### src/alt_pkg.sv
// package for the accumulator load transfer decoder
// assumes a 10-bit instruction word and a 4-bit data path
package alt_pkg;

  // ----------------------------------------------------------------
  // widths
  // ----------------------------------------------------------------
  localparam int INSN_W = 10;
  localparam int NIB_W  = 4;
  localparam int DP_W   = 6;
  localparam int RAM_DEPTH = 64;

  // ----------------------------------------------------------------
  // opcodes
  // ----------------------------------------------------------------
  localparam logic [9:0] OPC_WAKEUP2   = 10'h25A;
  localparam logic [9:0] OPC_ADC_LOW   = 10'h249;
  localparam logic [9:0] OPC_CLK_CTRL  = 10'h252;
  localparam logic [5:0] OPC_MEM_PFX   = 6'h2C;
  localparam logic [9:0] OPC_ADC_CTRL  = 10'h24C;
  localparam int         MEM_PFX_LSB   = 4;

  // ----------------------------------------------------------------
  // reset values
  // ----------------------------------------------------------------
  localparam logic [3:0] ACC_RST = 4'h0;
  localparam logic [3:0] X_RST   = 4'h0;

  typedef enum logic [2:0] {
    ALT_OP_NONE   = 3'h0,
    ALT_OP_WAKE2  = 3'h1,
    ALT_OP_ADCLO  = 3'h3,
    ALT_OP_MEM    = 3'h2,
    ALT_OP_CLK    = 3'h6,
    ALT_OP_ADCCTL = 3'h7
  } alt_op_t;

  typedef struct packed {
    logic [3:0] wakeup_ctrl2_reg;
    logic [7:0] adc_result;
    logic [3:0] clock_ctrl_reg;
    logic [2:0] adc_ctrl_reg;
  } alt_src_t;

  typedef struct packed {
    logic       we;
    logic [5:0] addr;
    logic [3:0] wdata;
  } alt_ram_wr_t;

endpackage

### src/alt_core.sv
// decoder/executor for the accumulator load transfer instructions
// assumes instructions and sources are synchronous to clk_sys
// assumes the data pointer stands one edge before a memory load
`timescale 1ns/1ps
module alt_core
  import alt_pkg::*;
(
  input  wire logic                 clk_sys,
  input  wire logic                 reset,
  input  wire logic                 insn_valid,
  input  wire logic [9:0]           insn,
  input  wire alt_pkg::alt_src_t    src,
  input  wire logic [5:0]           data_pointer,
  input  wire alt_pkg::alt_ram_wr_t ram_wr,
  output logic [3:0]                acc_q,
  output logic [3:0]                x_q,
  output logic                      carry_q,
  output logic                      skip_q,
  output logic                      done_q
);

  import alt_pkg::*;

  // ----------------------------------------------------------------
  // field helpers
  // ----------------------------------------------------------------
  // immediate nibble of a memory load word
  function automatic logic [3:0] imm_field(input logic [9:0] w);
    return w[MEM_PFX_LSB-1:0];
  endfunction

  // opcode prefix of a memory load word
  function automatic logic [5:0] pfx_field(input logic [9:0] w);
    return w[INSN_W-1:MEM_PFX_LSB];
  endfunction

  // prefix match only; the low nibble is free
  function automatic logic is_mem_load(input logic [9:0] w);
    return pfx_field(w) == OPC_MEM_PFX;
  endfunction

  // adc low bits go to the top half, bottom half cleared
  function automatic logic [3:0] adc_low_value(input logic [7:0] res);
    return {res[1:0], 2'h0};
  endfunction

  // bit 3 reads as zero, the control register has three bits
  function automatic logic [3:0] adc_ctrl_value(input logic [2:0] ctl);
    return {1'h0, ctl};
  endfunction

  // x takes its exclusive-or with the immediate
  function automatic logic [3:0] x_update(input logic [3:0] x,
                                           input logic [9:0] w);
    return x ^ imm_field(w);
  endfunction

  // ----------------------------------------------------------------
  // decode
  // ----------------------------------------------------------------
  // exact words first; the memory prefix only when none of them matched
  function automatic alt_op_t decode(input logic [9:0] w);
    alt_op_t op;
    op = ALT_OP_NONE;
    case (w)
      OPC_WAKEUP2:  op = ALT_OP_WAKE2;
      OPC_ADC_LOW:  op = ALT_OP_ADCLO;
      OPC_CLK_CTRL: op = ALT_OP_CLK;
      OPC_ADC_CTRL: op = ALT_OP_ADCCTL;
      default: begin
        if (is_mem_load(w)) begin
          op = ALT_OP_MEM;
        end
      end
    endcase
    return op;
  endfunction

  // every recognised word writes the accumulator
  function automatic logic is_taken(input alt_op_t op);
    return op != ALT_OP_NONE;
  endfunction

  // only the memory load touches x
  function automatic logic writes_x(input alt_op_t op);
    return op == ALT_OP_MEM;
  endfunction

  // ----------------------------------------------------------------
  // working signals
  // ----------------------------------------------------------------
  alt_op_t    op_d;
  logic       take_d;
  logic       x_we_d;
  logic [3:0] reg_val_d;
  logic [3:0] acc_d;
  logic [3:0] x_d;
  logic [3:0] mem_rdata;

  always_comb begin
    op_d = ALT_OP_NONE;
    if (insn_valid) begin
      op_d = decode(insn);
    end
  end

  always_comb begin
    take_d = is_taken(op_d);
    x_we_d = writes_x(op_d);
  end

  // ----------------------------------------------------------------
  // data memory
  // ----------------------------------------------------------------
  // the read register follows the live pointer every edge, so a load
  // needs the pointer to have stood one edge before it is taken; this
  // keeps the load to one cycle without a read path through the array
  alt_ram alt_ram_inst (
    .clk_sys (clk_sys),
    .reset   (reset),
    .wr      (ram_wr),
    .raddr   (data_pointer),
    .rdata_q (mem_rdata)
  );

  // ----------------------------------------------------------------
  // execute
  // ----------------------------------------------------------------
  // register sources only; memory data join below
  always_comb begin
    reg_val_d = acc_q;
    case (op_d)
      ALT_OP_WAKE2: begin
        reg_val_d = src.wakeup_ctrl2_reg;
      end
      ALT_OP_ADCLO: begin
        reg_val_d = adc_low_value(src.adc_result);
      end
      ALT_OP_CLK: begin
        reg_val_d = src.clock_ctrl_reg;
      end
      ALT_OP_ADCCTL: begin
        reg_val_d = adc_ctrl_value(src.adc_ctrl_reg);
      end
      default: begin
        reg_val_d = acc_q;
      end
    endcase
  end

  always_comb begin
    acc_d = reg_val_d;
    if (op_d == ALT_OP_MEM) begin
      acc_d = mem_rdata;
    end
  end

  always_comb begin
    x_d = x_q;
    if (x_we_d) begin
      x_d = x_update(x_q, insn);
    end
  end

  // ----------------------------------------------------------------
  // architectural registers
  // ----------------------------------------------------------------
  // written at the taking edge, so the next word already sees them
  always_ff @(posedge clk_sys) begin
    if (reset) begin
      acc_q <= ACC_RST;
    end else if (take_d) begin
      acc_q <= acc_d;
    end
  end

  always_ff @(posedge clk_sys) begin
    if (reset) begin
      x_q <= X_RST;
    end else if (x_we_d) begin
      x_q <= x_d;
    end
  end

  // ----------------------------------------------------------------
  // status
  // ----------------------------------------------------------------
  // carry belongs to the rest of the core; this group only holds it
  always_ff @(posedge clk_sys) begin
    if (reset) begin
      carry_q <= 1'h0;
    end else begin
      carry_q <= carry_q;
    end
  end

  // no word of this group ever skips
  always_ff @(posedge clk_sys) begin
    if (reset) begin
      skip_q <= 1'h0;
    end else begin
      skip_q <= 1'h0;
    end
  end

  // one-cycle pulse per recognised word; ignored words leave no trace
  always_ff @(posedge clk_sys) begin
    if (reset) begin
      done_q <= 1'h0;
    end else begin
      done_q <= take_d;
    end
  end

endmodule

### src/alt_ram.sv
// little data memory of nibbles, one write port, registered read
// assumes single clock, synchronous active high reset
`timescale 1ns/1ps
module alt_ram
  import alt_pkg::*;
(
  input  wire logic                 clk_sys,
  input  wire logic                 reset,
  input  wire alt_pkg::alt_ram_wr_t wr,
  input  wire logic [5:0]           raddr,
  output logic [3:0]                rdata_q
);

  logic [3:0] mem [RAM_DEPTH];

  // ----------------------------------------------------------------
  // storage
  // ----------------------------------------------------------------
  always_ff @(posedge clk_sys) begin
    if (wr.we) begin
      mem[wr.addr] <= wr.wdata;
    end
  end

  // read data registered; write-through not provided
  always_ff @(posedge clk_sys) begin
    if (reset) begin
      rdata_q <= 4'h0;
    end else begin
      rdata_q <= mem[raddr];
    end
  end

endmodule
### config.mk
export PLATFORM = sky130hd
export DESIGN_NAME = alt_core
export DESIGN_NICKNAME = d
export VERILOG_FILES = /design/src/alt_pkg.sv /design/src/alt_core.sv /design/src/alt_ram.sv
export SDC_FILE = /design/constraint.sdc
export NUM_CORES = 1
export LEC_CHECK = 0
export BUFFER_PORTS_ARGS = -buffer_cell sky130_fd_sc_hd__buf_2
export CORE_UTILIZATION = 50
export CTS_BUF_LIST = sky130_fd_sc_hd__clkbuf_2 sky130_fd_sc_hd__clkbuf_4 sky130_fd_sc_hd__clkbuf_8
export DETAILED_ROUTE_END_ITERATION = 10
export PLACE_DENSITY = 0.67
export SLEW_MARGIN = 10
export SYNTH_ARGS = -nofsm -noshare
export SYNTH_HDL_FRONTEND = slang
export SYNTH_HIERARCHICAL = 1
export SYNTH_SLANG_ARGS = --single-unit
### constraint.sdc
create_clock -name clk_sys -period 3.8 [get_ports clk_sys]
set_clock_uncertainty 0.2 [all_clocks]
set_input_delay 0.38 -clock clk_sys [delete_from_list [all_inputs] [get_ports clk_sys]]
set_output_delay 0.38 -clock clk_sys [all_outputs]
set_load 0.05 [all_outputs]
Yosys cells after proc, flatten, opt, wreduce, memory -nomap -nowiden:

Memories as Yosys holds them, arrays and structs flattened. A register that Yosys moved wholly into a read port is not among the register bits.
Index checks and enable logic that the tools add are counted.
W data, S select, Z words.

* add/sub/neg operators: 0
* multiply operators: 0
* divide/modulo/power cells: 0
* magnitude comparators: 0
* eq/ne operators: 10
* shift operators: 0
* muxes and demuxes: 7
* bitwise operators: 1
* reduce and logical (&&, ||, !) cells: 3

Operators by type and width (number)
* $eq A10 B10 Y1 const B: 4
* $pmux W4 S4: 1
* $pmux W3 S4: 1
* $eq A3 B2 Y1 const B: 2
* $eq A3 B3 Y1 const B: 2
* $eq A6 B6 Y1 const B: 1
* $reduce_bool A5 Y1: 1
* $mux W4: 1
* $xor A4 B4 Y4: 1
* $eq A3 B1 Y1 const B: 1
* $mux W3: 1
* $reduce_bool A3 Y1: 1
* $mux W1: 2
* $mux W2: 1
* $reduce_and A2 Y1: 1

* register bits after elaboration: 9
* latch bits: 0
* bits in writable memories: 256
* memory bits (read-only): 0
* output and inout port bits: 11
* word-level logic and storage cells: 25
* memories: 1

Memories
* alt_ram_inst.mem: words 64, width 4, rd ports 1, clocked after memory_dff 1, wr ports 1, RTL line alt_ram.sv:14 `logic [3:0] mem [RAM_DEPTH];`

Longest topological paths before layout:

Gate-level depths: netlist (run 1).

* word-level depth: 7
* gate-level depth with buffers: 8
* depth with buffers taken out: 6

Cells and area by module:

Netlist (run 1), hierarchy kept.

By module, submodules not included
* alt_ram: instances 1, cells an instance 522, area an instance 10298.6 µm², seq. area each 7767.4 µm²
* alt_core: instances 1, cells an instance 94, area an instance 711.9 µm², seq. area each 180.2 µm²

Worst setup path after synthesis (run 1):

OpenSTA, ideal clock, no wires.

* kind: in2reg
* start: input port data_pointer[0]
* end: register alt_ram_inst.rdata_q[1], read port of alt_ram_inst.mem
* arrival: 1.902 ns
* required time: 3.483 ns
* slack: 1.580 ns
* cell stages on the path: 6
* path buffers: 2
* cell sequence: buf_6 > buf_8 > mux4_2 > mux4_2 > nand2b_1 > a32o_1

RTL lines
* from (decl): RTL line alt_core.sv:13 `input wire logic [5:0] data_pointer,`
* to (decl): RTL line alt_ram.sv:11 `output logic [3:0] rdata_q`

==> flow_summary.json, run 1 <==
{
  "run_status": "finished, final reports clean",
  "critPathSlowestCell": "mux4_1",
  "dpl_cell_area_sq_mm": 0.0115,
  "layout-drive-gt1-share_pct": 27.3,
  "rsz0062_at_grt": "no",
  "met1_usage_pct": 27.3,
  "hp-class": "input pin to register",
  "grt_antenna_before_repair": 0,
  "fmaxAchievable_ghz": 0.425,
  "yosysWarnings": 6,
  "area_growth_pct": 11.7,
  "gp_congestion": 0.868,
  "grt_pass1_vias": 6162,
  "path_max_fanout": 44,
  "syn_inst": 616,
  "p_sw_w": 0.00126,
  "cts_htree_levels": 2,
  "finalSetupTns_ns": 0,
  "grt_max_degree": 65,
  "dieWidth_um": 150,
  "crit_buf_inv": 1,
  "use_met2_pct": 36.5,
  "p_int_w": 0.00467,
  "cp_slowest_stage_delay_ns": 0.65,
  "final_util_pct": 57.8,
  "grt-ovfl-total": 0,
  "die_area_sq_mm": 0.0226,
  "dp_cells": 912,
  "first_iter_violations": 458,
  "synthArstFlopShare_pct": 0,
  "cts_made_buffers": 43,
  "leakagePower_nw": 3.92,
  "start_kind": "input pin",
  "grt_pass1_wl_um": 35300,
  "setup_viol": 0,
  "powerDensity_mw_per_mm2": 482,
  "yosysUniqueCellTypes": 52,
  "place.port_buffers": 51,
  "critPathKind": "input pin to register",
  "synth-edff-count": 256,
  "worstPathRequired_ns": 4.01,
  "final_cell_area_sq_mm": 0.0123,
  "cts_sinks": 269,
  "dr.pass1.iters": 5,
  "final.min_clock_period_ns": 2.35,
  "ctsLongestPathBuffers": 3,
  "ant_nets": 0,
  "synthFlopType": "edfxtp_1",
  "cpLargestDelayFamily": "multiplexers",
  "seq_power_share_pct": 55.3,
  "maxSlewHeadroom_pct": 20.6,
  "final_common_cell": "edfxtp_1",
  "maxSlewViolCount": 0,
  "fin_crit_sh_pct": 61.9,
  "wl_per_cell_um": 23.3,
  "fillers": 1582,
  "cp.arrival_ns": 2.56,
  "viasPerCell": 5.97,
  "cts_hold_buf": 5,
  "hpwl_um": 14300,
  "core_area_sq_mm": 0.0213,
  "p_sw_share_pct": 21.2,
  "start_util_pct": 51.7,
  "hold_viol": 0,
  "insertedDiodeCount": 0,
  "grtUsageTotal_pct": 21.5,
  "final_cell_mix": "256 x edfxtp_1, 85 x nor2_1, 65 x mux4_2",
  "via_count": 5907,
  "num_io_pins": 60,
  "cts_tree": "built",
  "max_slew.worst_pin.slew_ns": 1.19,
  "avgSynthCellArea_sq_um": 17.9,
  "die_y_um": 150,
  "gr-usage-met3_pct": 4.58,
  "multi_input_area_sq_mm": 0.00285,
  "drv_cap": 0,
  "root_buffer": "clkbuf_8",
  "insertion_delay_ns": 0.54,
  "path_clk_slew_ns": 0.06,
  "syn_area_sq_mm": 0.0110,
  "final_nets": 736,
  "rows": 53,
  "fin_cells": 989,
  "path_cells": "buf_4 -> mux4_1 -> mux4_2 -> nand2b_1 -> a32o_1",
  "yosysSeqAreaShare_pct": 72.2,
  "cts_setup_buffers": 0,
  "busiest_layer": "met2",
  "synth_seq_cells": 269,
  "ir_drop_v": 0.000326,
  "endpoint_kind": "register",
  "route.detailed.drc": 0,
  "seq_area_sq_mm": 0.00795,
  "combPwrFrac_pct": 5.5,
  "post_cts_resized": 0,
  "power_frac_clock_pct": 39.1,
  "wl_um": 23100
}
path summary, 6_finish.rpt:
| check | startpoint | cells past startpoint | slack [ns] | endpoint |
|---|---|---|---|---|
| setup / recovery | data_pointer[0] | 5 | 1.45 | alt_ram_inst/rdata_q[3] |
| hold reg to reg | x_q[3] | 2 | 0.32 | x_q[3] |
| hold / removal | src[15] | 4 | 0.04 | acc_q[0] |
| setup reg to reg | alt_ram_inst/mem[61][1] | 4 | 1.68 | alt_ram_inst/rdata_q[1] |
cells in the mapped netlist (5+ instances only):
cell type,number,share of area [%]
clkbuf_1,10,0.34
dfxtp_1,13,2.4
mux2i_1,9,0.82
or3_1,5,0.28
nand3_1,7,0.32
buf_2,15,0.68
nor3_1,7,0.32
buf_4,6,0.41
a21oi_1,13,0.59
nand2b_1,9,0.51
edfxtp_1,256,70
nor2_1,85,2.9
nor2b_1,8,0.45
nand2_1,23,0.78
nand4_1,5,0.28
o22ai_1,6,0.34
mux4_2,65,13
o21ai_0,6,0.27
cells by family (layout without fill, tap and decap cells):
family                    Yosys count  count (layout)  synth area share [%]
DFF                               269             269                  72.2
muxes                              78              78                  14.7
and+or+nand+nor                   172             172                  7.65
other                               1               2                0.0341
AOI/OAI and AO/OA                  50              50                  3.07
buffers and inverters              41             138                  2.01
xor gates and xnor gates            5               5                 0.398
cell type report:
type	instances	area share [%]
Timing Repair Buffer	62	2.87
Clock inverter	13	0.671
Tap cell	275	2.80
Clock buffer	59	5.79
Multi-Input combinational cell	307	23.1
Inverter	4	0.122
Sequential cell	269	64.6
power by group through the flow:
stage | clock network [W] | registers [W] | logic (W)
2_1_floorplan | 0 | 0.00334 | 0.000204
3_3_place_gp | 0 | 0.00334 | 0.000318
3_5_place_dp | 0 | 0.00334 | 0.000325
4_1_cts | 0.00237 | 0.00328 | 0.000331
5_1_grt | 0.00248 | 0.00328 | 0.000352
6_report | 0.00232 | 0.00328 | 0.000327
worst min-delay path: stages:
cell	delay, ns
buf_2	0.09
nor2_1	0.08
or3_1	0.11
o22ai_1	0.06
sequential cells by signal, indices dropped and copies added (netlist names):
signal,flops
alt_ram_inst/mem,256
acc_q,4
alt_ram_inst/rdata_q,4
x_q,4
done_q,1
routing by layer:
metal  wire length [um]  up-vias
li1                   -     2611
met1               9210     3022
met2              11600      220
met3               1580       54
met4                668        0
met5                  0        -
stage by stage:
| stage | worst slack (ns) | hold WS (ns) | total power, W |
|---|---|---|---|
| after global placement | 0.850 | 0.293 | 0.00366 |
| after CTS | 1.39 | 0.00495 | 0.00597 |
| after global routing | 1.26 | 0.0435 | 0.00611 |
| after floorplan | 1.58 | 0.279 | 0.00354 |
| after detailed placement | 0.844 | 0.308 | 0.00366 |
| final | 1.45 | 0.0387 | 0.00592 |
No activity file was read; power rests on OpenSTA's default activity.
==> inputs of run 2 (changes only) <==
==> constraint.sdc (replaced) <==
create_clock -name clk_sys -period 2.2 [get_ports clk_sys]
set_clock_uncertainty 0.2 [all_clocks]
set_input_delay 0.22 -clock clk_sys [delete_from_list [all_inputs] [get_ports clk_sys]]
set_output_delay 0.22 -clock clk_sys [all_outputs]
set_load 0.05 [all_outputs]
==> run 2 against run 1 <==
Core utilization is 4.0 points higher. Combinational power is 98% higher. Final cell count is 9.1% higher. Sequential share of layout area is 4.2 points lower. Register-to-register slack worse by 1.5 ns. Wire length is 3.8% higher. Sequential power is 73% higher. Global-route usage is 1.1 points higher. Critical endpoint is now acc_q[1].
==> flow_summary.json, run 2 (synthesis gave the netlist of run 1 again) <==
{
  "place.port_buffers": 51,
  "cts_sinks": 269,
  "combPwrFrac_pct": 6.1,
  "p_sw_share_pct": 21.3,
  "wl_per_cell_um": 22.2,
  "hold_viol": 0,
  "area_growth_pct": 19.5,
  "leakagePower_nw": 4.43,
  "rsz0062_at_grt": "no",
  "fmaxAchievable_ghz": 0.461,
  "dieWidth_um": 150,
  "die_y_um": 150,
  "root_buffer": "clkbuf_8",
  "critPathKind": "input pin to register",
  "layout-drive-gt1-share_pct": 33.6,
  "start_kind": "input pin",
  "grt_pass1_vias": 6557,
  "power_frac_clock_pct": 40.2,
  "num_io_pins": 60,
  "finalSetupTns_ns": 0,
  "grtUsageTotal_pct": 22.6,
  "hpwl_um": 15900,
  "r2r_setup_slack_ns": 0.14,
  "maxSlewHeadroom_pct": 56.9,
  "path_clk_slew_ns": 0.07,
  "drv_cap": 0,
  "run_status": "finished, final reports clean",
  "via_count": 6256,
  "ir_drop_v": 0.000553,
  "ctsLongestPathBuffers": 3,
  "hold_ws_ns": 0.0880,
  "r2r_end": "alt_ram_inst/rdata_q[1]",
  "p_sw_w": 0.00225,
  "insertion_delay_ns": 0.55,
  "fillers": 1501,
  "grt_pass1_wl_um": 37200,
  "gp_congestion": 0.868,
  "setup_viol": 0,
  "crit_path_end": "acc_q[1]",
  "final.min_clock_period_ns": 2.17,
  "timing.rr.start": "alt_ram_inst/mem[62][1]",
  "worstPathRequired_ns": 2.49,
  "route.detailed.drc": 0,
  "r2r_cells": 4,
  "max_slew.worst_pin.slew_ns": 0.646,
  "cts_tree": "built",
  "cp.arrival_ns": 2.46,
  "p_int_w": 0.00829,
  "endpoint_kind": "register",
  "final_cell_mix": "256 x edfxtp_1, 85 x nor2_1, 69 x buf_4",
  "viasPerCell": 5.80,
  "seq_power_share_pct": 53.7,
  "insertedDiodeCount": 0,
  "ant_nets": 0,
  "largest_reg_flops": 256,
  "path_max_fanout": 16,
  "worstSetupStartpoint": "reset",
  "grt-ovfl-total": 0,
  "wl_um": 23900,
  "cts_htree_levels": 2,
  "dr.pass1.iters": 5,
  "powerDensity_mw_per_mm2": 801,
  "rows": 53,
  "cts_setup_buffers": 0,
  "top_register": "alt_ram_inst/mem",
  "first_iter_violations": 487,
  "maxSlewViolCount": 0,
  "final_nets": 822,
  "hp-class": "input pin to register",
  "fin_crit_sh_pct": 98.6,
  "start_util_pct": 51.7,
  "cts_made_buffers": 43,
  "grt_antenna_before_repair": 0,
  "final_common_cell": "edfxtp_1",
  "die_area_sq_mm": 0.0226,
  "core_area_sq_mm": 0.0213,
  "grt_max_degree": 65
}
## run 2: changes by cell type in the layout (fill, tap and decap cells not counted), sizes merged
cell,delta
inv,+1
clkbuf,+7
buf,+67
clkinv,-3
dlygate4sd3,+18
## run 2: worst max-delay path, cell delays in order
cell,delay (ns)
dlygate4sd3_1,0.54
buf_4,0.20
or3_4,0.41
or3_1,0.39
o22ai_1,0.13
dlygate4sd3_1,0.56
## run 2: repair_timing
action	in CTS	in global routing
hold endpoints to repair	92	0
endpoints found under the setup margin	0	2
resized for setup	0	5
hold buffers	23	0
## run 2: area by class of cell
class | count | area (sq um) | share of cell area [%]
Clock inverter | 11 | 78.8 | 0.599
Timing Repair Buffer | 148 | 1140 | 8.64
Clock buffer | 65 | 776 | 5.90
Multi-Input combinational cell | 307 | 2860 | 21.7
Inverter | 4 | 15.0 | 0.114
Sequential cell | 269 | 7950 | 60.4
Tap cell | 275 | 344 | 2.62
## run 2: worst min path at each step
stage / from / end / slack (ns) / cells past startpoint
floorplan: ram_wr[0] / alt_ram_inst/mem[0][0] / 0.12 / 0
global placement: src[8] / acc_q[3] / 0.27 / 3
detailed placement: src[7] / acc_q[2] / 0.26 / 3
CTS: data_pointer[3] / alt_ram_inst/rdata_q[3] / 0.06 / 4
global route: data_pointer[3] / alt_ram_inst/rdata_q[3] / 0.10 / 4
finish: data_pointer[3] / alt_ram_inst/rdata_q[3] / 0.09 / 4
## run 2: power groups by stage
stage | clock network, W | registers [W] | logic (W)
2_1_floorplan | 0 | 0.00576 | 0.000352
3_3_place_gp | 0 | 0.00576 | 0.000609
3_5_place_dp | 0 | 0.00577 | 0.000623
4_1_cts | 0.00429 | 0.00566 | 0.000650
5_1_grt | 0.00452 | 0.00566 | 0.000696
6_report | 0.00423 | 0.00566 | 0.000647
## run 2: per-layer routing
layer	GRT usage (%)	routed length (um)	vias to the layer above
met3	4.21	1510	48
li1	-	-	2790
met1	30.4	9870	3180
met2	37.4	12000	238
met4	7.42	549	0
met5	0	0	-
## run 2: metrics by stage
stage / setup slack, ns / instances / utilization, % / area [sq um] / power, W
after floorplan: 0.140 / 617 / - / 11000 / 0.00611
after global placement: -0.0907 / 980 / 56.6 / 12100 / 0.00637
after detailed placement: -0.113 / 980 / 56.6 / 12100 / 0.00639
after CTS: 0.0550 / 1079 / 61.7 / 13100 / 0.0106
after global routing: 0.000737 / 1079 / 61.8 / 13200 / 0.0109
final: 0.0313 / 1079 / 61.8 / 13200 / 0.0105
==> inputs of run 3 (changes only) <==
--- a/config.mk
+++ b/config.mk
@@ -6,10 +6,12 @@
 export NUM_CORES = 1
 export LEC_CHECK = 0
 export BUFFER_PORTS_ARGS = -buffer_cell sky130_fd_sc_hd__buf_2
-export CORE_UTILIZATION = 50
+export CELL_PAD_IN_SITES_DETAIL_PLACEMENT = 0
+export CELL_PAD_IN_SITES_GLOBAL_PLACEMENT = 2
+export CORE_UTILIZATION = 48
 export CTS_BUF_LIST = sky130_fd_sc_hd__clkbuf_2 sky130_fd_sc_hd__clkbuf_4 sky130_fd_sc_hd__clkbuf_8
 export DETAILED_ROUTE_END_ITERATION = 10
-export PLACE_DENSITY = 0.67
+export PLACE_DENSITY_LB_ADDON = 0.1
 export SLEW_MARGIN = 10
 export SYNTH_ARGS = -nofsm -noshare
 export SYNTH_HDL_FRONTEND = slang
==> run 3 against run 2 <==
Sequential power barely moved. Combinational power rose by 3.2%. Register-to-register slack barely moved. Cell area rose by 1.8%. Non-clock buffer count rose by 21. Largest power group unchanged.
==> flow_summary.json, run 3 (synthesis gave the netlist of run 1 again) <==
{
  "run_status": "finished, final reports clean",
  "leakagePower_nw": 4.54,
  "cp_slowest_stage_delay_ns": 0.57,
  "num_io_pins": 60,
  "fmaxAchievable_ghz": 0.468,
  "first_iter_violations": 375,
  "hp-class": "input pin to register",
  "insertedDiodeCount": 0,
  "r2r_cells": 4,
  "path_clk_slew_ns": 0.07,
  "die_area_sq_mm": 0.0235,
  "start_util_pct": 48.8,
  "worstPathRequired_ns": 2.48,
  "gr-usage-met3_pct": 3.86,
  "power_w": 0.0107,
  "core_area_sq_mm": 0.0226,
  "insertion_delay_ns": 0.55,
  "wl_um": 24700,
  "fin_cells": 1113,
  "rsz0062_at_grt": "no",
  "hpwl_um": 16800,
  "path_max_fanout": 16,
  "maxSlewViolCount": 0,
  "root_buffer": "clkbuf_8",
  "dieWidth_um": 153,
  "finalSetupTns_ns": 0,
  "grt_pass1_wl_um": 38600,
  "fillers": 1729,
  "cts_tree": "built",
  "final_cell_mix": "256 x edfxtp_1, 86 x buf_4, 85 x nor2_1",
  "cts_setup_buffers": 0,
  "place.port_buffers": 51,
  "dr.pass1.iters": 4,
  "fin_crit_sh_pct": 97.2,
  "critPathKind": "input pin to register",
  "critPathSlowestCell": "dlygate4sd3_1",
  "final_cell_area_sq_mm": 0.0134,
  "busiest_layer": "met2",
  "top_register": "alt_ram_inst/mem",
  "hold_viol": 0,
  "min_path_cells": 1,
  "crit_buf_inv": 3,
  "area_growth_pct": 21.6,
  "rows": 55,
  "grtUsageTotal_pct": 22.1,
  "viasPerCell": 5.57,
  "grt_pass1_vias": 6685,
  "use_met2_pct": 37.3,
  "gp_congestion": 0.765,
  "cts_sinks": 269,
  "grt_max_degree": 65,
  "worstSetupPathDepth": 6,
  "final.min_clock_period_ns": 2.14,
  "final_util_pct": 59.3,
  "ir_drop_v": 0.000528,
  "route.detailed.drc": 0,
  "max_slew.worst_pin.slew_ns": 0.600,
  "setup_viol": 0,
  "final_common_cell": "edfxtp_1",
  "cts_htree_levels": 2,
  "cpLargestDelayFamily": "buffers and inverters",
  "ant_nets": 0,
  "dp_cells": 1012,
  "die_y_um": 153,
  "cp.arrival_ns": 2.42,
  "powerDensity_mw_per_mm2": 798,
  "grt_antenna_before_repair": 0,
  "met1_usage_pct": 29.6,
  "via_count": 6194,
  "drv_cap": 0,
  "endpoint_kind": "register",
  "final_nets": 844,
  "largest_reg_flops": 256,
  "layout-drive-gt1-share_pct": 35.1,
  "wl_per_cell_um": 22.2,
  "path_cells": "dlygate4sd3_1 -> buf_6 -> or3_1 -> or3_1 -> o22ai_1 -> dlygate4sd3_1",
  "grt-ovfl-total": 0,
  "ctsLongestPathBuffers": 3,
  "dpl_cell_area_sq_mm": 0.0123,
  "start_kind": "input pin",
  "maxSlewHeadroom_pct": 60.0,
  "cts_made_buffers": 44
}
-- run 3: cell count changes in the layout (fill, tap and decap cells not counted), sizes merged, moves of 4 or more --
cell	previous run	this run
clkbuf	66	59
buf	124	147
clkinv	8	13
clkinvlp	1	5
-- run 3: power breakdown --
| group | internal, W | switching (W) |
|---|---|---|
| logic | 0.000298 | 0.000370 |
| clock network | 0.00239 | 0.00197 |
| registers | 0.00564 | 0.0000143 |
-- run 3: final cells by class --
cell class	instances	area (sq um)	share of cell area (%)
timing repair buffer	169	1340	10.0
clock buffer	59	724	5.41
clock inverter	20	155	1.16
inverter	4	15.0	0.112
sequential	269	7950	59.4
tap	285	357	2.66
multi-input combinational	307	2850	21.3
-- run 3: layer usage --
metal,up-vias,share of wire (%)
li1,2834,-
met1,3153,43
met2,169,51
met3,38,4.3
met4,0,1.8
met5,-,0
-- run 3: final timing paths --
| kind | slack (ns) | to | from |
|---|---|---|---|
| worst max-delay path | 0.06 | acc_q[0] | reset |
| worst min-delay path | 0.04 | alt_ram_inst/mem[36][0] | ram_wr[0] |
| worst max register to register | 0.13 | alt_ram_inst/rdata_q[1] | alt_ram_inst/mem[60][1] |
| worst min register to register | 0.31 | x_q[1] | x_q[1] |
-- run 3: stage by stage --
step | worst slack (ns) | hold slack, ns
6_report | 0.0615 | 0.0379
5_1_grt | 0.0200 | 0.0381
4_1_cts | 0.00635 | 0.0136
3_5_place_dp | -0.0886 | 0.282
3_3_place_gp | -0.0606 | 0.271
2_1_floorplan | 0.140 | 0.119
-- run 3: what timing repair did --
| action | in CTS | in global routing |
|---|---|---|
| setup endpoints to repair | 0 | 2 |
| endpoints found under the hold margin | 112 | 0 |
| resized for setup | 0 | 3 |
| hold buffers | 22 | 0 |
-- run 3: worst register-to-register path: stages, from the launching register on --
cell and delay [ns]:
edfxtp_1 0.38, mux4_2 0.50, mux4_2 0.49, nand2b_1 0.19, a32o_1 0.21
